**src/rtl/lcdw_params.svh**
```systemverilog
/*
  Offsets, field positions, reset values and timing counts of the
  segment display frame and waveform generator.
  Assumes inclusion by bare name from the package and the test bench.
*/
`ifndef LCDW_PARAMS_SVH
`define LCDW_PARAMS_SVH

`define LCDW_ADDR_W 8
`define LCDW_OFF_CTRL 8'h00
`define LCDW_OFF_PRESC 8'h04
`define LCDW_OFF_IRQ_STAT 8'h08
`define LCDW_OFF_IRQ_MASK 8'h0C
`define LCDW_OFF_PIX0 8'h10
`define LCDW_OFF_PIX_LAST 8'h3C
`define LCDW_PIX_REGS 12

`define LCDW_CTRL_EN 0
`define LCDW_CTRL_WFT 1
`define LCDW_CTRL_SLP 2
`define LCDW_CTRL_CS_LSB 4
`define LCDW_CTRL_MUX_LSB 6
`define LCDW_CTRL_ACTIVE 8

`define LCDW_IRQ_SHUT 0
`define LCDW_IRQ_FRAME 1

`define LCDW_CS_SYS256 2'h0
`define LCDW_CS_XTAL 2'h1
`define LCDW_CS_LFINT 2'h2
`define LCDW_MUX_STATIC 2'h0
`define LCDW_MUX_HALF 2'h1

`define LCDW_SYS_DIV_LAST 8'hFF
`define LCDW_HALF_LAST_STATIC 6'h3F
`define LCDW_HALF_LAST_HALF 6'h1F
`define LCDW_HALF_LAST_MUX 6'h0F

`define LCDW_RESP_OKAY 2'h0
`define LCDW_RESP_SLVERR 2'h2

`endif

```
**src/rtl/lcdw_pkg.sv**
```systemverilog
/*
  Types of the segment display frame and waveform generator.
  Assumes the constants header is on the include path.
*/
`include "lcdw_params.svh"

package lcdw_pkg;
  typedef logic [1:0] lcdw_level_t;
  typedef logic [7:0] lcdw_byte_t;
  typedef enum logic [1:0] {LCDW_IDLE, LCDW_RUN, LCDW_HALT} lcdw_state_e;
  localparam lcdw_level_t LCDW_V0 = 2'h0;
  localparam lcdw_level_t LCDW_V1 = 2'h1;
  localparam lcdw_level_t LCDW_V2 = 2'h2;
  localparam lcdw_level_t LCDW_V3 = 2'h3;
endpackage : lcdw_pkg

```
**src/rtl/lcdw_top.sv**
```systemverilog
/*
  Segment display frame timing, pixel mapping and DC-free waveform
  generator with an AXI4-Lite register slave and a masked interrupt.
  Assumes: one 250 MHz clock, synchronous active-low reset, the two slow
  oscillators arrive as asynchronous pins, sleep_req comes from core
  logic on aclk, and an analog stage turns level codes into voltages.
*/
// The register offsets and register access over AXI4-Lite were left to the implementer.
`timescale 1ns/1ns
`default_nettype none

module lcdw_top #(
  parameter int COMMONS = 4,
  parameter int SEGMENTS = 24
) (
  input wire logic aclk,
  input wire logic aresetn,
  input wire logic [`LCDW_ADDR_W-1:0] s_axi_awaddr,
  input wire logic s_axi_awvalid,
  output logic s_axi_awready,
  input wire logic [31:0] s_axi_wdata,
  input wire logic [3:0] s_axi_wstrb,
  input wire logic s_axi_wvalid,
  output logic s_axi_wready,
  output logic [1:0] s_axi_bresp,
  output logic s_axi_bvalid,
  input wire logic s_axi_bready,
  input wire logic [`LCDW_ADDR_W-1:0] s_axi_araddr,
  input wire logic s_axi_arvalid,
  output logic s_axi_arready,
  output logic [31:0] s_axi_rdata,
  output logic [1:0] s_axi_rresp,
  output logic s_axi_rvalid,
  input wire logic s_axi_rready,
  input wire logic secondary_crystal_clock,
  input wire logic low_freq_internal_clock,
  input wire logic sleep_req,
  output lcdw_pkg::lcdw_level_t common_drive [COMMONS],
  output lcdw_pkg::lcdw_level_t segment_drive [SEGMENTS],
  output logic display_active_flag,
  output logic irq
);
  import lcdw_pkg::*;

  // Registers
  logic enable_q;
  logic waveform_kind_select_q;
  logic sleep_stop_select_q;
  logic [1:0] clock_source_q;
  logic [1:0] common_count_select_q;
  logic [3:0] frame_prescale_select_q;
  logic [1:0] irq_stat_q;
  logic [1:0] irq_mask_q;
  lcdw_byte_t pixel_data_regs_q [`LCDW_PIX_REGS];

  // Bus slave state
  logic aw_held_q, w_held_q;
  logic [`LCDW_ADDR_W-1:0] waddr_q;
  logic [31:0] wdata_q;
  logic wstrb0_q;
  logic wr_go;
  logic wr_hit;
  logic [31:0] rd_word;
  logic rd_hit;

  // Timing state
  lcdw_state_e state_q;
  logic active_q;
  logic [7:0] sys_div_q;
  logic [2:0] sync_q [2];
  logic [1:0] slow_level_q;
  logic [1:0] slow_rise;
  logic src_tick;
  logic [3:0] presc_cnt_q;
  logic base_tick;
  logic [5:0] half_cnt_q;
  logic [5:0] half_last;
  logic half_q;
  logic [1:0] com_idx_q;
  logic frame_odd_q;
  logic halt;
  logic running;
  logic slice_end;
  logic frame_end;
  logic shut_ev;
  logic frame_ev;
  logic phase;

  // AXI write path: address and data are taken independently
  assign wr_go = aw_held_q && w_held_q && !s_axi_bvalid;
  assign s_axi_awready = !aw_held_q && !s_axi_bvalid;
  assign s_axi_wready = !w_held_q && !s_axi_bvalid;

  always_ff @(posedge aclk) begin
    if (!aresetn) begin
      aw_held_q <= 1'b0;
      waddr_q <= '0;
    end else if (s_axi_awvalid && s_axi_awready) begin
      aw_held_q <= 1'b1;
      waddr_q <= s_axi_awaddr;
    end else if (wr_go) begin
      aw_held_q <= 1'b0;
    end
  end

  always_ff @(posedge aclk) begin
    if (!aresetn) begin
      w_held_q <= 1'b0;
      wdata_q <= '0;
      wstrb0_q <= 1'b0;
    end else if (s_axi_wvalid && s_axi_wready) begin
      w_held_q <= 1'b1;
      wdata_q <= s_axi_wdata;
      wstrb0_q <= s_axi_wstrb[0];
    end else if (wr_go) begin
      w_held_q <= 1'b0;
    end
  end

  assign wr_hit = (waddr_q[1:0] == 2'h0) &&
                  (waddr_q <= `LCDW_OFF_PIX_LAST);

  always_ff @(posedge aclk) begin
    if (!aresetn) begin
      s_axi_bvalid <= 1'b0;
      s_axi_bresp <= `LCDW_RESP_OKAY;
    end else if (wr_go) begin
      s_axi_bvalid <= 1'b1;
      s_axi_bresp <= wr_hit ? `LCDW_RESP_OKAY : `LCDW_RESP_SLVERR;
    end else if (s_axi_bready) begin
      s_axi_bvalid <= 1'b0;
    end
  end

  // Register writes; all fields sit in byte lane 0
  always_ff @(posedge aclk) begin
    if (!aresetn) begin
      enable_q <= 1'b0;
      waveform_kind_select_q <= 1'b0;
      sleep_stop_select_q <= 1'b0;
      clock_source_q <= `LCDW_CS_SYS256;
      common_count_select_q <= `LCDW_MUX_STATIC;
      frame_prescale_select_q <= 4'h0;
      irq_mask_q <= 2'h0;
    end else if (wr_go && wstrb0_q) begin
      if (waddr_q == `LCDW_OFF_CTRL) begin
        enable_q <= wdata_q[`LCDW_CTRL_EN];
        waveform_kind_select_q <= wdata_q[`LCDW_CTRL_WFT];
        sleep_stop_select_q <= wdata_q[`LCDW_CTRL_SLP];
        clock_source_q <= wdata_q[`LCDW_CTRL_CS_LSB +: 2];
        common_count_select_q <= wdata_q[`LCDW_CTRL_MUX_LSB +: 2];
      end
      if (waddr_q == `LCDW_OFF_PRESC) begin
        frame_prescale_select_q <= wdata_q[3:0];
      end
      if (waddr_q == `LCDW_OFF_IRQ_MASK) begin
        irq_mask_q <= wdata_q[1:0];
      end
    end
  end

  genvar gi;
  generate
    for (gi = 0; gi < `LCDW_PIX_REGS; gi++) begin : g_pix
      always_ff @(posedge aclk) begin
        if (!aresetn) begin
          pixel_data_regs_q[gi] <= 8'h00;
        end else if (wr_go && wstrb0_q &&
                     waddr_q == `LCDW_OFF_PIX0 + 8'(4 * gi)) begin
          pixel_data_regs_q[gi] <= wdata_q[7:0];
        end
      end
    end
  endgenerate

  // Sticky status: a new event wins over a write-one clear
  always_ff @(posedge aclk) begin
    if (!aresetn) begin
      irq_stat_q <= 2'h0;
    end else begin
      irq_stat_q <= (irq_stat_q &
                     ~((wr_go && wstrb0_q && waddr_q == `LCDW_OFF_IRQ_STAT) ?
                       wdata_q[1:0] : 2'h0)) |
                    {frame_ev, shut_ev};
    end
  end

  always_ff @(posedge aclk) begin
    if (!aresetn) begin
      irq <= 1'b0;
    end else begin
      irq <= |(irq_stat_q & irq_mask_q);
    end
  end

  // AXI read path
  always_comb begin
    rd_word = 32'h0000_0000;
    rd_hit = 1'b1;
    case (s_axi_araddr)
      `LCDW_OFF_CTRL: begin
        rd_word[`LCDW_CTRL_EN] = enable_q;
        rd_word[`LCDW_CTRL_WFT] = waveform_kind_select_q;
        rd_word[`LCDW_CTRL_SLP] = sleep_stop_select_q;
        rd_word[`LCDW_CTRL_CS_LSB +: 2] = clock_source_q;
        rd_word[`LCDW_CTRL_MUX_LSB +: 2] = common_count_select_q;
        rd_word[`LCDW_CTRL_ACTIVE] = active_q;
      end
      `LCDW_OFF_PRESC: rd_word[3:0] = frame_prescale_select_q;
      `LCDW_OFF_IRQ_STAT: rd_word[1:0] = irq_stat_q;
      `LCDW_OFF_IRQ_MASK: rd_word[1:0] = irq_mask_q;
      default: begin
        if (s_axi_araddr[1:0] == 2'h0 && s_axi_araddr >= `LCDW_OFF_PIX0 &&
            s_axi_araddr <= `LCDW_OFF_PIX_LAST) begin
          rd_word[7:0] = pixel_data_regs_q[4'((s_axi_araddr - `LCDW_OFF_PIX0) >> 2)];
        end else begin
          rd_hit = 1'b0;
        end
      end
    endcase
  end

  assign s_axi_arready = !s_axi_rvalid;

  always_ff @(posedge aclk) begin
    if (!aresetn) begin
      s_axi_rvalid <= 1'b0;
      s_axi_rdata <= 32'h0000_0000;
      s_axi_rresp <= `LCDW_RESP_OKAY;
    end else if (s_axi_arvalid && s_axi_arready) begin
      s_axi_rvalid <= 1'b1;
      s_axi_rdata <= rd_word;
      s_axi_rresp <= rd_hit ? `LCDW_RESP_OKAY : `LCDW_RESP_SLVERR;
    end else if (s_axi_rready) begin
      s_axi_rvalid <= 1'b0;
    end
  end

  // Timing sources
  always_ff @(posedge aclk) begin
    if (!aresetn) begin
      sys_div_q <= 8'h00;
    end else begin
      sys_div_q <= sys_div_q + 8'h01;
    end
  end

  // Slow oscillators: three stages, edge counted once stages 2 and 3 agree
  generate
    for (gi = 0; gi < 2; gi++) begin : g_sync
      always_ff @(posedge aclk) begin
        if (!aresetn) begin
          sync_q[gi] <= 3'h0;
          slow_level_q[gi] <= 1'b0;
        end else begin
          sync_q[gi] <= {sync_q[gi][1:0],
                         (gi == 0) ? secondary_crystal_clock : low_freq_internal_clock};
          if (sync_q[gi][1] == sync_q[gi][2]) begin
            slow_level_q[gi] <= sync_q[gi][2];
          end
        end
      end
      assign slow_rise[gi] = (sync_q[gi][1] == sync_q[gi][2]) && sync_q[gi][2] &&
                             !slow_level_q[gi];
    end
  endgenerate

  always_comb begin
    case (clock_source_q)
      `LCDW_CS_SYS256: src_tick = (sys_div_q == `LCDW_SYS_DIV_LAST);
      `LCDW_CS_XTAL: src_tick = slow_rise[0];
      `LCDW_CS_LFINT: src_tick = slow_rise[1];
      default: src_tick = 1'b0;
    endcase
  end

  // Sleep stop; the system clock source always stops
  assign halt = sleep_req &&
                (sleep_stop_select_q || clock_source_q == `LCDW_CS_SYS256);
  assign running = active_q && !halt;

  // Prescale divides by field value plus one
  assign base_tick = running && src_tick &&
                     (presc_cnt_q == frame_prescale_select_q);

  // Half slice is 16 x A base ticks; A is 4, 2, 1, 1
  always_comb begin
    case (common_count_select_q)
      `LCDW_MUX_STATIC: half_last = `LCDW_HALF_LAST_STATIC;
      `LCDW_MUX_HALF: half_last = `LCDW_HALF_LAST_HALF;
      default: half_last = `LCDW_HALF_LAST_MUX;
    endcase
  end

  assign slice_end = base_tick && (half_cnt_q == half_last) && half_q;
  assign frame_end = slice_end && (com_idx_q == common_count_select_q);

  always_ff @(posedge aclk) begin
    if (!aresetn || !active_q) begin
      presc_cnt_q <= 4'h0;
      half_cnt_q <= 6'h00;
      half_q <= 1'b0;
      com_idx_q <= 2'h0;
      frame_odd_q <= 1'b0;
    end else if (running && src_tick) begin
      presc_cnt_q <= base_tick ? 4'h0 : presc_cnt_q + 4'h1;
      if (base_tick) begin
        half_cnt_q <= (half_cnt_q == half_last) ? 6'h00 : half_cnt_q + 6'h01;
        if (half_cnt_q == half_last) begin
          half_q <= !half_q;
        end
        if (frame_end) begin
          com_idx_q <= 2'h0;
          frame_odd_q <= !frame_odd_q;
        end else if (slice_end) begin
          com_idx_q <= com_idx_q + 2'h1;
        end
      end
    end
  end

  // Active flag: stops only at a frame end; this leaves Type-A DC-free, but Type-B may stop with frame_odd_q low and one frame uninverted
  always_ff @(posedge aclk) begin
    if (!aresetn) begin
      active_q <= 1'b0;
    end else if (enable_q) begin
      active_q <= 1'b1;
    end else if (frame_end) begin
      active_q <= 1'b0;
    end
  end

  assign shut_ev = active_q && !enable_q && frame_end;
  assign frame_ev = frame_end && waveform_kind_select_q &&
                    (common_count_select_q != `LCDW_MUX_STATIC);

  always_ff @(posedge aclk) begin
    if (!aresetn) begin
      state_q <= LCDW_IDLE;
    end else begin
      case (state_q)
        LCDW_IDLE: state_q <= enable_q ? LCDW_RUN : LCDW_IDLE;
        LCDW_RUN: begin
          if (halt) begin
            state_q <= LCDW_HALT;
          end else if (shut_ev) begin
            state_q <= LCDW_IDLE;
          end
        end
        LCDW_HALT: state_q <= halt ? LCDW_HALT : (active_q ? LCDW_RUN : LCDW_IDLE);
        default: state_q <= LCDW_IDLE;
      endcase
    end
  end

  always_ff @(posedge aclk) begin
    if (!aresetn) begin
      display_active_flag <= 1'b0;
    end else begin
      display_active_flag <= active_q;
    end
  end

  // Type-A inverts each half slice, Type-B once per frame
  assign phase = waveform_kind_select_q ? frame_odd_q : half_q;

  // Pins drive the lowest level outside RUN
  generate
    for (gi = 0; gi < COMMONS; gi++) begin : g_com
      always_ff @(posedge aclk) begin
        if (!aresetn || state_q != LCDW_RUN || !running) begin
          common_drive[gi] <= LCDW_V0;
        end else if (2'(gi) > common_count_select_q) begin
          common_drive[gi] <= LCDW_V0;
        end else if (2'(gi) == com_idx_q) begin
          common_drive[gi] <= phase ? LCDW_V0 : LCDW_V3;
        end else begin
          common_drive[gi] <= phase ? LCDW_V2 : LCDW_V1;
        end
      end
    end
    for (gi = 0; gi < SEGMENTS; gi++) begin : g_seg
      logic dark;
      assign dark = pixel_data_regs_q[4'(3 * com_idx_q) + 4'(gi / 8)][gi % 8];
      always_ff @(posedge aclk) begin
        if (!aresetn || state_q != LCDW_RUN || !running) begin
          segment_drive[gi] <= LCDW_V0;
        end else if (dark) begin
          segment_drive[gi] <= phase ? LCDW_V3 : LCDW_V0;
        end else if (common_count_select_q == `LCDW_MUX_STATIC) begin
          segment_drive[gi] <= phase ? LCDW_V0 : LCDW_V3;
        end else begin
          segment_drive[gi] <= phase ? LCDW_V1 : LCDW_V2;
        end
      end
    end
  endgenerate

endmodule : lcdw_top

`default_nettype wire

```
**config.mk**
```make
export PLATFORM = sky130hd
export DESIGN_NAME = lcdw_top
export DESIGN_NICKNAME = d
export VERILOG_FILES = /design/src/rtl/lcdw_pkg.sv /design/src/rtl/lcdw_top.sv
export VERILOG_INCLUDE_DIRS = /design/src /design/src/rtl
export SDC_FILE = /design/constraint.sdc
export NUM_CORES = 1
export LEC_CHECK = 0
export ABC_AREA = 1
export BUFFER_PORTS_ARGS = -buffer_cell sky130_fd_sc_hd__buf_2
export CAP_MARGIN = 10
export CORE_MARGIN = 5
export CORE_UTILIZATION = 63
export DETAILED_ROUTE_END_ITERATION = 10
export PLACE_DENSITY = 0.87
export SETUP_SLACK_MARGIN = 0.2
export SLEW_MARGIN = 20
export SYNTH_ARGS = -nofsm -noshare
export SYNTH_HDL_FRONTEND = slang
export SYNTH_SLANG_ARGS = --single-unit
```
**constraint.sdc**
```tcl
create_clock -name aclk -period 5.7 [get_ports aclk]
set_input_delay 0.57 -clock aclk [delete_from_list [all_inputs] [get_ports aclk]]
set_output_delay 0.57 -clock aclk [all_outputs]
set_load 0.02 [all_outputs]
```
==> metrics.md, run 1 <==
| Metric | Value |
|---|---|
| LEAKAGE | `just under 6 nW` |
| Initial Util | `0.637` |
| Max-cap check violation count | `0` |
| Final Wtd Congestion | `a little under 1` |
| Post-DRT Antenna Nets | `0` |
| Post-detailed-routing wire length | `~34,000 um` |
| Met2 wire length | `~15,000 um` |
| Final Setup Violations | `0` |
| CTS clk-pin slew, worst paths | `about 0.060 ns` |
| Vias per std cell | `5.85` |
| Area growth syn-to-layout | `10.4%` |
| Share of layout cells above drive strength 1 | `0.108` |
| Relative slew margins | `0.255` |
| Port Buffers | `between 100 and 150` |
| Post-cts resize count | `0` |
| Arr. time, crit path | `3.35 ns` |
| Syn Inst Count | `about 1,600` |
| VDD IR-drop max | `250 uV` |
| Sequential share of the synthesized area | `0.476` |
| Synthesized area | `between 0.01 and 0.015 mm^2` |
| Commonest non-fill, non-tap cells in the layout | `nand2_1 (348), nor2_1 (191), inv_1 (154)` |
| Initial DRC Count | `between 1,000 and 1,500` |
| I/O pins | `161` |
| Clk_skew | `between 0.015 and 0.02 ns` |
| Setup Total Neg Slack | `0 ns` |
| Most common cell after layout, fill and taps aside | `nand2_1` |
| Final period utilization | `0.507` |
| Yosys cell types | `roughly 50` |
| Crit end category | `flip-flop` |
| Setup crit start kind | `flip-flop` |
| Largest stage delay on the critical path | `0.91 ns` |
| Clock Root Buffer | `clkbuf_16` |
| Router iterations before antenna repair | `7` |
| Initial antenna violation count | `0` |
| Outcome | `finished clean` |
| Hold_ws | `around 0.22 ns` |
| TritonCTS buffer count | `24` |
| WL/cell | `around 18 um` |
| Largest net degree at the start of global routing | `about 110` |
| Area of the core | `roughly 0.019 mm^2` |
| Htree depth | `1` |
| Synthesis-stage register bit count | `between 200 and 250` |
| Pwr Density | `279 mW/mm^2` |
| Via count | `between 10,000 and 15,000` |
| GRT Overall Usage | `0.303` |
| Critical Path RT | `6.16 ns` |
| DIE HEIGHT | `~150 um` |
| Ant. Diodes | `0` |
| Fin. max-slew vios | `0` |
| Postcts setup bufs | `0` |
| Die area | `~0.022 mm^2` |
| Post-synth EDFFs | `96` |
| Mean Syn Cell Area | `approximately 7.6 um^2` |
| Final critical-path required period | `2.89 ns` |
| CTS tree | `built` |
| Cells along the critical path | `inv_2 > o21ai_4 > clkinv_1 > or2_2 > a21oi_1` |
| Clk buf depth | `3` |
| Ys async rst share | `0` |
| Post-DP HPWL | `around 24,000 um` |
| Most used DFF post-synth | `dfxtp_1` |
| DRC | `0` |
| Endpoints failing hold | `0` |
| GRT overflow | `0` |
| Hold buffer count at cts | `0` |
| DRT met1 WL | `13,600 um` |
| Fmax | `around 0.35 GHz` |
| Vias in the first global route | `9,761` |
| Clock Latency Late Sink | `around 0.53 ns` |
| CP max stage cell | `clkinv_1` |
| WL met3 | `~3800 um` |
| Uppermost layer routed | `met4` |
| CP Max Fanout | `32` |
| Die W | `roughly 150 um` |
| RSZ-0062 raised after global routing | `false` |
| Worst min-delay path class | `input pin to flip-flop` |
| CP Class | `flip-flop to flip-flop` |
| First-pass GRT wire length | `between 50,000 and 60,000 um` |
| FP Rows | `50` |
| Worst slew pin tran | `between 1 and 1.5 ns` |
| Clock Sink Count | `234` |
| Final net count | `1,701` |
| Synth Warn # | `0` |
[where the power goes]
group | switching [mW] | internal, mW | leakage (nW)
registers | 0.0275 | 1.79 | 2.11
logic | 0.215 | 0.0715 | 3.27
clock network | 0.649 | 0.901 | 0.388
[routing by layer]
layer	track usage	vias to the layer above
met1	0.423	4941
li1	-	5255
met3	0.0463	108
met4	0.123	0
met5	0	-
met2	0.476	663
[sequential cells by signal, indices dropped and copies added (netlist names), 4 cells and up]
name	count
presc_cnt_q	4
pixel_data_regs_q	96
sys_div_q	8
waddr_q	8
wdata_q	8
s_axi_rdata	9
segment_drive	48
sync_q	6
half_cnt_q	6
common_drive	8
frame_prescale_select_q	4
[path summary, 6_finish.rpt]
| kind | start | endpoint | slack [ns] | cells past startpoint |
|---|---|---|---|---|
| worst max-delay path | half_q | common_drive[3] | 2.81 | 5 |
| worst min-delay path | low_freq_internal_clock | sync_q[1][0] | 0.22 | 3 |
| worst max register to register | half_q | common_drive[3] | 2.81 | 5 |
| worst min register to register | sync_q[1][0] | sync_q[1][1] | 0.41 | 2 |
[cells by family (layout without fill, tap and decap cells)]
family          after synthesis  in the layout  synth area share
flops                       234            234             0.476
other cells                   1             25          0.000316
compound gates              372            372             0.175
simple gates                660            660             0.227
xor+xnor                     10             10           0.00801
buf+inv                     265            326            0.0986
fa+ha+maj                    15             15            0.0158
[synth_stat cells, drive strengths merged (21+ instances only)]
cell,count,area share
clkbuf,41,0.013
o211ai,21,0.014
edfxtp,96,0.24
a21oi,152,0.064
buf,61,0.034
o21ai,154,0.066
nand2,349,0.11
nor2,196,0.064
dfxtp,138,0.23
nand3,88,0.038
inv,158,0.050
[critical path: cells and delay by family, from the launching register on]
family | cells | cell delay [ns]
flops | 1 | 0.40
buf+inv | 2 | 0.99
compound gates | 2 | 0.84
simple gates | 1 | 0.57
[metrics by stage]
step / cells / setup slack, ns / util / total power, mW / area (um^2)
after floorplan: 1581 / 3.40 / - / 2.04 / 12000
after global placement: 1832 / 2.86 / 0.661 / 2.12 / 12300
after detailed placement: 1832 / 2.85 / 0.661 / 2.13 / 12300
after CTS: 1876 / 2.81 / 0.703 / 3.66 / 13100
after global routing: 1876 / 2.57 / 0.703 / 3.76 / 13100
final: 1876 / 2.81 / 0.703 / 3.65 / 13100
[final cells by class]
type,instances,area [um^2]
clock buffers,33,656
clock inverters,11,124
fillers,1494,5550
inverters,163,614
multi-input cells,1082,5140
flip-flops and latches,234,5650
well taps,234,293
repair buffers,119,623
Note: power is estimated with default switching activity, not from simulation.
==> run 2, diff against run 1 <==
--- a/config.mk
+++ b/config.mk
@@ -10,9 +10,9 @@
 export BUFFER_PORTS_ARGS = -buffer_cell sky130_fd_sc_hd__buf_2
 export CAP_MARGIN = 10
 export CORE_MARGIN = 5
-export CORE_UTILIZATION = 63
+export CORE_UTILIZATION = 53
 export DETAILED_ROUTE_END_ITERATION = 10
-export PLACE_DENSITY = 0.87
+export PLACE_DENSITY = 0.78
 export SETUP_SLACK_MARGIN = 0.2
 export SLEW_MARGIN = 20
 export SYNTH_ARGS = -nofsm -noshare
==> constraint.sdc (replaced) <==
create_clock -name aclk -period 2.35 [get_ports aclk]
set_input_delay 0.235 -clock aclk [delete_from_list [all_inputs] [get_ports aclk]]
set_output_delay 0.235 -clock aclk [all_outputs]
set_load 0.02 [all_outputs]
==> run 2 against run 1 <==
Against the previous run:
- utilization down 7.0 points
- routed wire length up 5.2%
- design area up 6.1%
- via count up 1.6%
- power rose to 2.6 times the previous value
- critical endpoint is now segment_drive[8]
- sequential share of layout area down 2.5 points
- sequential power up 140%
- critical path type unchanged
==> metrics.md, run 2 (synthesized netlist as in run 1, its figures left out) <==
| Metric | Value |
|---|---|
| Outcome | `finished clean` |
| CP Max Fanout | `28 (-13%)` |
| Final worst slack | `0.332 ns (-2.48 ns)` |
| I/O pins | `161 (unchanged)` |
| Register-to-Register Path Depth | `9 (+4)` |
| Most common cell after layout, fill and taps aside | `nand2_1` |
| Crit end category | `flip-flop` |
| TritonCTS buffer count | `26 (+8.3%)` |
| Share of layout cells above drive strength 1 | `0.137 (+0.0283)` |
| Post-detailed-routing wire length | `35,700 um (+5.2%)` |
| Fmax | `0.495 GHz (+43%)` |
| Initial antenna violation count | `1 (+1)` |
| Clk_skew | `0.00965 ns (-0.00588 ns)` |
| Post-DP HPWL | `25,500 um (+5.5%)` |
| CTS tree | `built` |
| RSZ-0062 raised after global routing | `false` |
| Worst Hold Path Cells | `3 (unchanged)` |
| Max-cap check violation count | `0 (unchanged)` |
| Pre-CTS WS | `0.127 ns (-2.72 ns)` |
| Final Setup Violations | `0 (unchanged)` |
| Worst min-delay path class | `input pin to flip-flop` |
| Initial DRC Count | `1,128 (-3.6%)` |
| Vias per std cell | `5.61 (-4.0%)` |
| Fill count | `1,885 (+26%)` |
| Hold Path Sink | `wdata_q[1]` |
| Critical Path RT | `2.80 ns (-3.36 ns)` |
| VDD IR-drop max | `502 uV (+100%)` |
| Relative slew margins | `0.481 (+0.226)` |
| Post-DRT Antenna Nets | `0 (unchanged)` |
| Vias in the first global route | `9,854 (+0.95%)` |
| Fin. max-slew vios | `0 (unchanged)` |
| Ant. Diodes | `0 (unchanged)` |
| Clock Root Buffer | `clkbuf_16` |
| GRT overflow | `0 (unchanged)` |
| Worst Hold Launch | `s_axi_wdata[1]` |
| DIE HEIGHT | `160 um (+8.4%)` |
| Reg2Reg Setup Slack | `0.33 ns (-2.48 ns)` |
| Area of the core | `0.0220 mm^2 (+18%)` |
| WL/cell | `18.0 um (-0.61%)` |
| GRT Overall Usage | `0.266 (-0.0375)` |
| Clk buf depth | `3 (unchanged)` |
| Router iterations before antenna repair | `6 (-1)` |
| Largest register FFs | `96 (unchanged)` |
| DRC | `0 (unchanged)` |
| Area growth syn-to-layout | `17.1%` |
| LEAKAGE | `6.15 nW (+6.7%)` |
| Final Wtd Congestion | `0.983 (+0.48%)` |
| Final critical-path required period | `2.02 ns (-0.873 ns)` |
| Clock Sink Count | `234 (unchanged)` |
| Final period utilization | `0.859 (+0.352)` |
| FP Rows | `54 (+8.0%)` |
| First-pass GRT wire length | `54,400 um (+3.2%)` |
| Pwr Density | `680 mW/mm^2 (+140%)` |
| CP Class | `flip-flop to flip-flop` |
| Arr. time, crit path | `2.47 ns (-0.88 ns)` |
| Initial Util | `0.540 (-0.0961)` |
| RR Startpoint | `com_idx_q[0]` |
| Via count | `11,100 (+1.6%)` |
| Setup crit start kind | `flip-flop` |
| Endpoints failing hold | `0 (unchanged)` |
| Htree depth | `1 (unchanged)` |
| CTS clk-pin slew, worst paths | `0.06 ns (about the same)` |
| Commonest non-fill, non-tap cells in the layout | `nand2_1 (347), nor2_1 (189), inv_1 (153)` |
| Die W | `160 um (+8.4%)` |
| Most flops, register | `pixel_data_regs_q` |
| Setup Total Neg Slack | `0 ns (unchanged)` |
| Die area | `0.0255 mm^2 (+18%)` |
| Clock Latency Late Sink | `0.53 ns (about the same)` |
| Final net count | `1,762 (+3.6%)` |
| Reg2reg end | `segment_drive[8]` |
| Worst slew pin tran | `0.777 ns (-0.340 ns)` |
| Port Buffers | `108 (unchanged)` |
| Largest regs | `pixel_data_regs_q x96, segment_drive x48, s_axi_rdata x9` |
| Largest net degree at the start of global routing | `57 (-47%)` |
==> run 2: worst max-delay path: stages, from the launching register on <==
cell	delay, ns
dfxtp_4	0.39
buf_16	0.18
ha_1	0.24
xnor2_1	0.29
clkinv_2	0.21
nand3_1	0.17
nand2_1	0.13
inv_1	0.10
nand2_1	0.07
a21oi_1	0.16
==> run 2: power by group <==
group | internal, mW | total, mW | switching (mW)
sequential | 4.33 | 4.40 | 0.0704
clock | 2.66 | 4.27 | 1.61
combinational | 0.220 | 0.765 | 0.545
==> run 2: per-layer routing <==
layer / wire, um / GRT usage
met5: 13 / 0
met4: 1030 / 0.0785
met2: 16200 / 0.425
met1: 14700 / 0.374
met3: 3670 / 0.0438
==> run 2: metrics by stage <==
stage	area [um^2]	total power, mW	cells	util	hold slack [ns]
finish	13900	9.44	1985	0.633	0.0136
floorplan	12000	4.95	1581	-	0.333
global route	13900	9.73	1985	0.633	0.00498
CTS	13800	9.46	1979	0.628	0.00332
global placement	12700	5.19	1913	0.576	0.395
detailed placement	12700	5.20	1913	0.576	0.398
==> run 2: what timing repair did <==
item	CTS	global route
resized for setup	6	8
cloned	1	1
buffers inserted	0	5
hold buffers	17	0
hold endpoints to repair	16	0
setup endpoints to repair	37	45
pin swaps	0	2
==> run 2: layout make-up <==
| type | count | area (um^2) | area share |
|---|---|---|---|
| sequential | 234 | 5650 | 0.407 |
| multi-input combinational | 1082 | 5170 | 0.372 |
| timing repair buffer | 178 | 1190 | 0.0854 |
| clock buffer | 39 | 795 | 0.0572 |
| inverter | 163 | 623 | 0.0448 |
| tap | 280 | 350 | 0.0252 |
| clock inverter | 9 | 125 | 0.00900 |
==> run 2: how the worst max path moves through the flow <==
stage	start	to	slack, ns	cells past startpoint
after floorplan	com_idx_q[0]	segment_drive[22]	0.19	15
after global placement	com_idx_q[0]	segment_drive[25]	0.15	10
after detailed placement	com_idx_q[0]	segment_drive[25]	0.13	10
after CTS	com_idx_q[0]	segment_drive[25]	0.16	10
after global routing	waddr_q[6]	sleep_stop_select_q	0.21	7
final	com_idx_q[0]	segment_drive[8]	0.33	9
==> run 3, diff against run 2 <==
--- a/config.mk
+++ b/config.mk
@@ -9,7 +9,6 @@
 export ABC_AREA = 1
 export BUFFER_PORTS_ARGS = -buffer_cell sky130_fd_sc_hd__buf_2
 export CAP_MARGIN = 10
-export CORE_MARGIN = 5
 export CORE_UTILIZATION = 53
 export DETAILED_ROUTE_END_ITERATION = 10
 export PLACE_DENSITY = 0.78
==> run 3 against run 2 <==
Against the previous run:
- register-to-register slack barely moved
- setup slack got worse by 0.0025 ns
- critical path type unchanged
- cell count fell by 0.25%
- global-route usage rose by 3.7 points
- clock skew rose by 0.00050 ns
- routed wire length fell by 0.66%
- clock power fell by 6.1%
- combinational power rose by 0.5%
- via count fell by 0.99%
==> metrics.md, run 3 (synthesized netlist as in run 1, its figures left out) <==
| Metric | Value |
|---|---|
| Outcome | `finished clean` |
| Endpoints failing hold | `0 (unchanged)` |
| Final critical-path required period | `2.02 ns (+0.00251 ns)` |
| RSZ-0062 raised after global routing | `true` |
| Reg2reg end | `segment_drive[22]` |
| DRC | `0 (unchanged)` |
| Final Setup Violations | `0 (unchanged)` |
| I/O pins | `161 (unchanged)` |
| Largest regs | `pixel_data_regs_q x96, segment_drive x48, s_axi_rdata x9` |
| Relative slew margins | `0.459 (-0.0223)` |
| Die area | `0.0230 mm^2 (-9.8%)` |
| Setup Total Neg Slack | `0 ns (unchanged)` |
| Largest register FFs | `96 (unchanged)` |
| Clk_skew | `0.0102 ns (+0.000503 ns)` |
| Reg2Reg Setup Slack | `0.33 ns (about the same)` |
| Largest net degree at the start of global routing | `112 (+96%)` |
| WL/cell | `17.9 um (-0.41%)` |
| CTS clk-pin slew, worst paths | `0.06 ns (about the same)` |
| Pwr Density | `665 mW/mm^2 (-2.2%)` |
| CP Max Fanout | `36 (+29%)` |
| Final Wtd Congestion | `0.961 (-2.2%)` |
| GRT Overall Usage | `0.302 (+0.0369)` |
| Htree depth | `1 (unchanged)` |
| CTS tree | `built` |
| Commonest non-fill, non-tap cells in the layout | `nand2_1 (346), nor2_1 (190), inv_1 (153)` |
| Worst min-delay path class | `input pin to flip-flop` |
| CP max stage cell | `dfxtp_4` |
| Register-to-Register Path Depth | `11 (+2)` |
| Most common cell after layout, fill and taps aside | `nand2_1` |
| Arr. time, crit path | `2.41 ns (-0.06 ns)` |
| DIE HEIGHT | `152 um (-5.0%)` |
| Via count | `11,000 (-0.99%)` |
| Area of the core | `0.0219 mm^2 (-0.31%)` |
| Initial Util | `0.542 (+0.00167)` |
| Post-Place Cells | `1,916 (+0.16%)` |
| Fin cells | `1,980 (-0.25%)` |
| Post-DRT Antenna Nets | `0 (unchanged)` |
| Critical Path RT | `2.74 ns (-0.06 ns)` |
| Crit end category | `flip-flop` |
| Clock Sink Count | `234 (unchanged)` |
| Initial antenna violation count | `1 (unchanged)` |
| Hold Path Sink | `wdata_q[5]` |
| Worst Hold Path Cells | `3 (unchanged)` |
| Cells along the critical path | `inv_4 > ha_4 > buf_12 > o22ai_1 > nand2_1 > o221ai_1 > buf_4 > nand2_1 > nand2_1 > nand2_1 > a21oi_1` |
| Final net count | `1,759 (-0.17%)` |
| Clock Root Buffer | `clkbuf_16` |
| Largest stage delay on the critical path | `0.44 ns (+0.05 ns)` |
| Initial DRC Count | `1,139 (+0.98%)` |
| Router iterations before antenna repair | `8 (+2)` |
| LEAKAGE | `6.10 nW (-0.93%)` |
| Fmax | `0.495 GHz (-0.12%)` |
| First-pass GRT wire length | `52,300 um (-3.8%)` |
| FP Rows | `54 (unchanged)` |
| Area growth syn-to-layout | `16.4%` |
| VDD IR-drop max | `451 uV (-10%)` |
| Worst slew pin tran | `0.811 ns (+0.0334 ns)` |
| Share of layout cells above drive strength 1 | `0.137 (+0.000402)` |
| Post-DP HPWL | `25,100 um (-1.5%)` |
| Die W | `152 um (-5.0%)` |
| Vias in the first global route | `9,543 (-3.2%)` |
| Clk buf depth | `3 (unchanged)` |
| Port Buffers | `108 (unchanged)` |
| CP Class | `flip-flop to flip-flop` |
| Final period utilization | `0.860 (+0.00107)` |
| Ant. Diodes | `0 (unchanged)` |
| GRT overflow | `0 (unchanged)` |
| Worst Hold Launch | `s_axi_wdata[5]` |
| Max-cap check violation count | `0 (unchanged)` |
| Clock Latency Late Sink | `0.53 ns (about the same)` |
| Fin. max-slew vios | `0 (unchanged)` |
| Post-detailed-routing wire length | `35,400 um (-0.66%)` |
| Cell mode on critical path | `nand2_1` |
| TritonCTS buffer count | `25 (-3.8%)` |
| Setup crit start kind | `flip-flop` |
| Most flops, register | `pixel_data_regs_q` |
| Vias per std cell | `5.57 (-0.74%)` |
| RR Startpoint | `com_idx_q[0]` |
[run 3: worst max-delay path by stage]
stage | start | end | slack (ns) | cells after the start
2_1_floorplan | com_idx_q[0] | segment_drive[22] | 0.19 | 15
3_3_place_gp | com_idx_q[0] | segment_drive[15] | 0.19 | 9
3_5_place_dp | com_idx_q[0] | segment_drive[39] | 0.16 | 9
4_1_cts | com_idx_q[0] | segment_drive[39] | 0.15 | 9
5_1_grt | com_idx_q[0] | segment_drive[39] | 0.20 | 10
6_report | com_idx_q[0] | segment_drive[22] | 0.33 | 11
[run 3: what timing repair did]
action                                  CTS  global route
cloned                                    0             2
pin swaps                                 0             1
hold buffers                             16             0
endpoints found under the hold margin    15             0
endpoints found under the setup margin   27            48
gates resized for setup                   3            12
buffers inserted                          0             1
[run 3: layout make-up]
cell class / count / area [um^2]
Fill cell: 1899 / 8080
Multi-Input combinational cell: 1082 / 5180
Clock inverter: 10 / 111
Timing Repair Buffer: 176 / 1170
Inverter: 163 / 621
Tap cell: 280 / 350
Clock buffer: 35 / 727
Sequential cell: 234 / 5650
[run 3: critical path, delay by kind of cell (launching register included)]
kind | cells | cell delay [ns]
simple gates | 4 | 0.33
buf+inv | 3 | 0.47
flops | 1 | 0.44
compound gates | 3 | 0.29
fa+ha+maj | 1 | 0.35
[run 3: metrics by stage]
stage               instance area (um^2)  utilization  worst slack [ns]  hold slack, ns  total power, mW
finish                             13800        0.631             0.329          0.0178             9.18
global route                       13800        0.631             0.195          0.0356             9.44
CTS                                13700        0.626             0.147        0.000761             9.19
detailed placement                 12700        0.580             0.159           0.402             5.21
global placement                   12700        0.580             0.188           0.396             5.19
floorplan                          12000            -             0.187           0.333             4.95
[run 3: power breakdown]
part	internal [mW]	leakage [nW]	switching, mW
registers	4.33	2.11	0.0681
logic	0.219	3.56	0.550
clock network	2.38	0.418	1.63
[run 3: per-layer routing]
layer / track usage / share of wire / vias to the layer above
met5: 0 / 0.00034 / -
met4: 0.120 / 0.037 / 2
met3: 0.0503 / 0.098 / 77
met2: 0.467 / 0.45 / 561
met1: 0.422 / 0.42 / 5024
li1: - / - / 5368
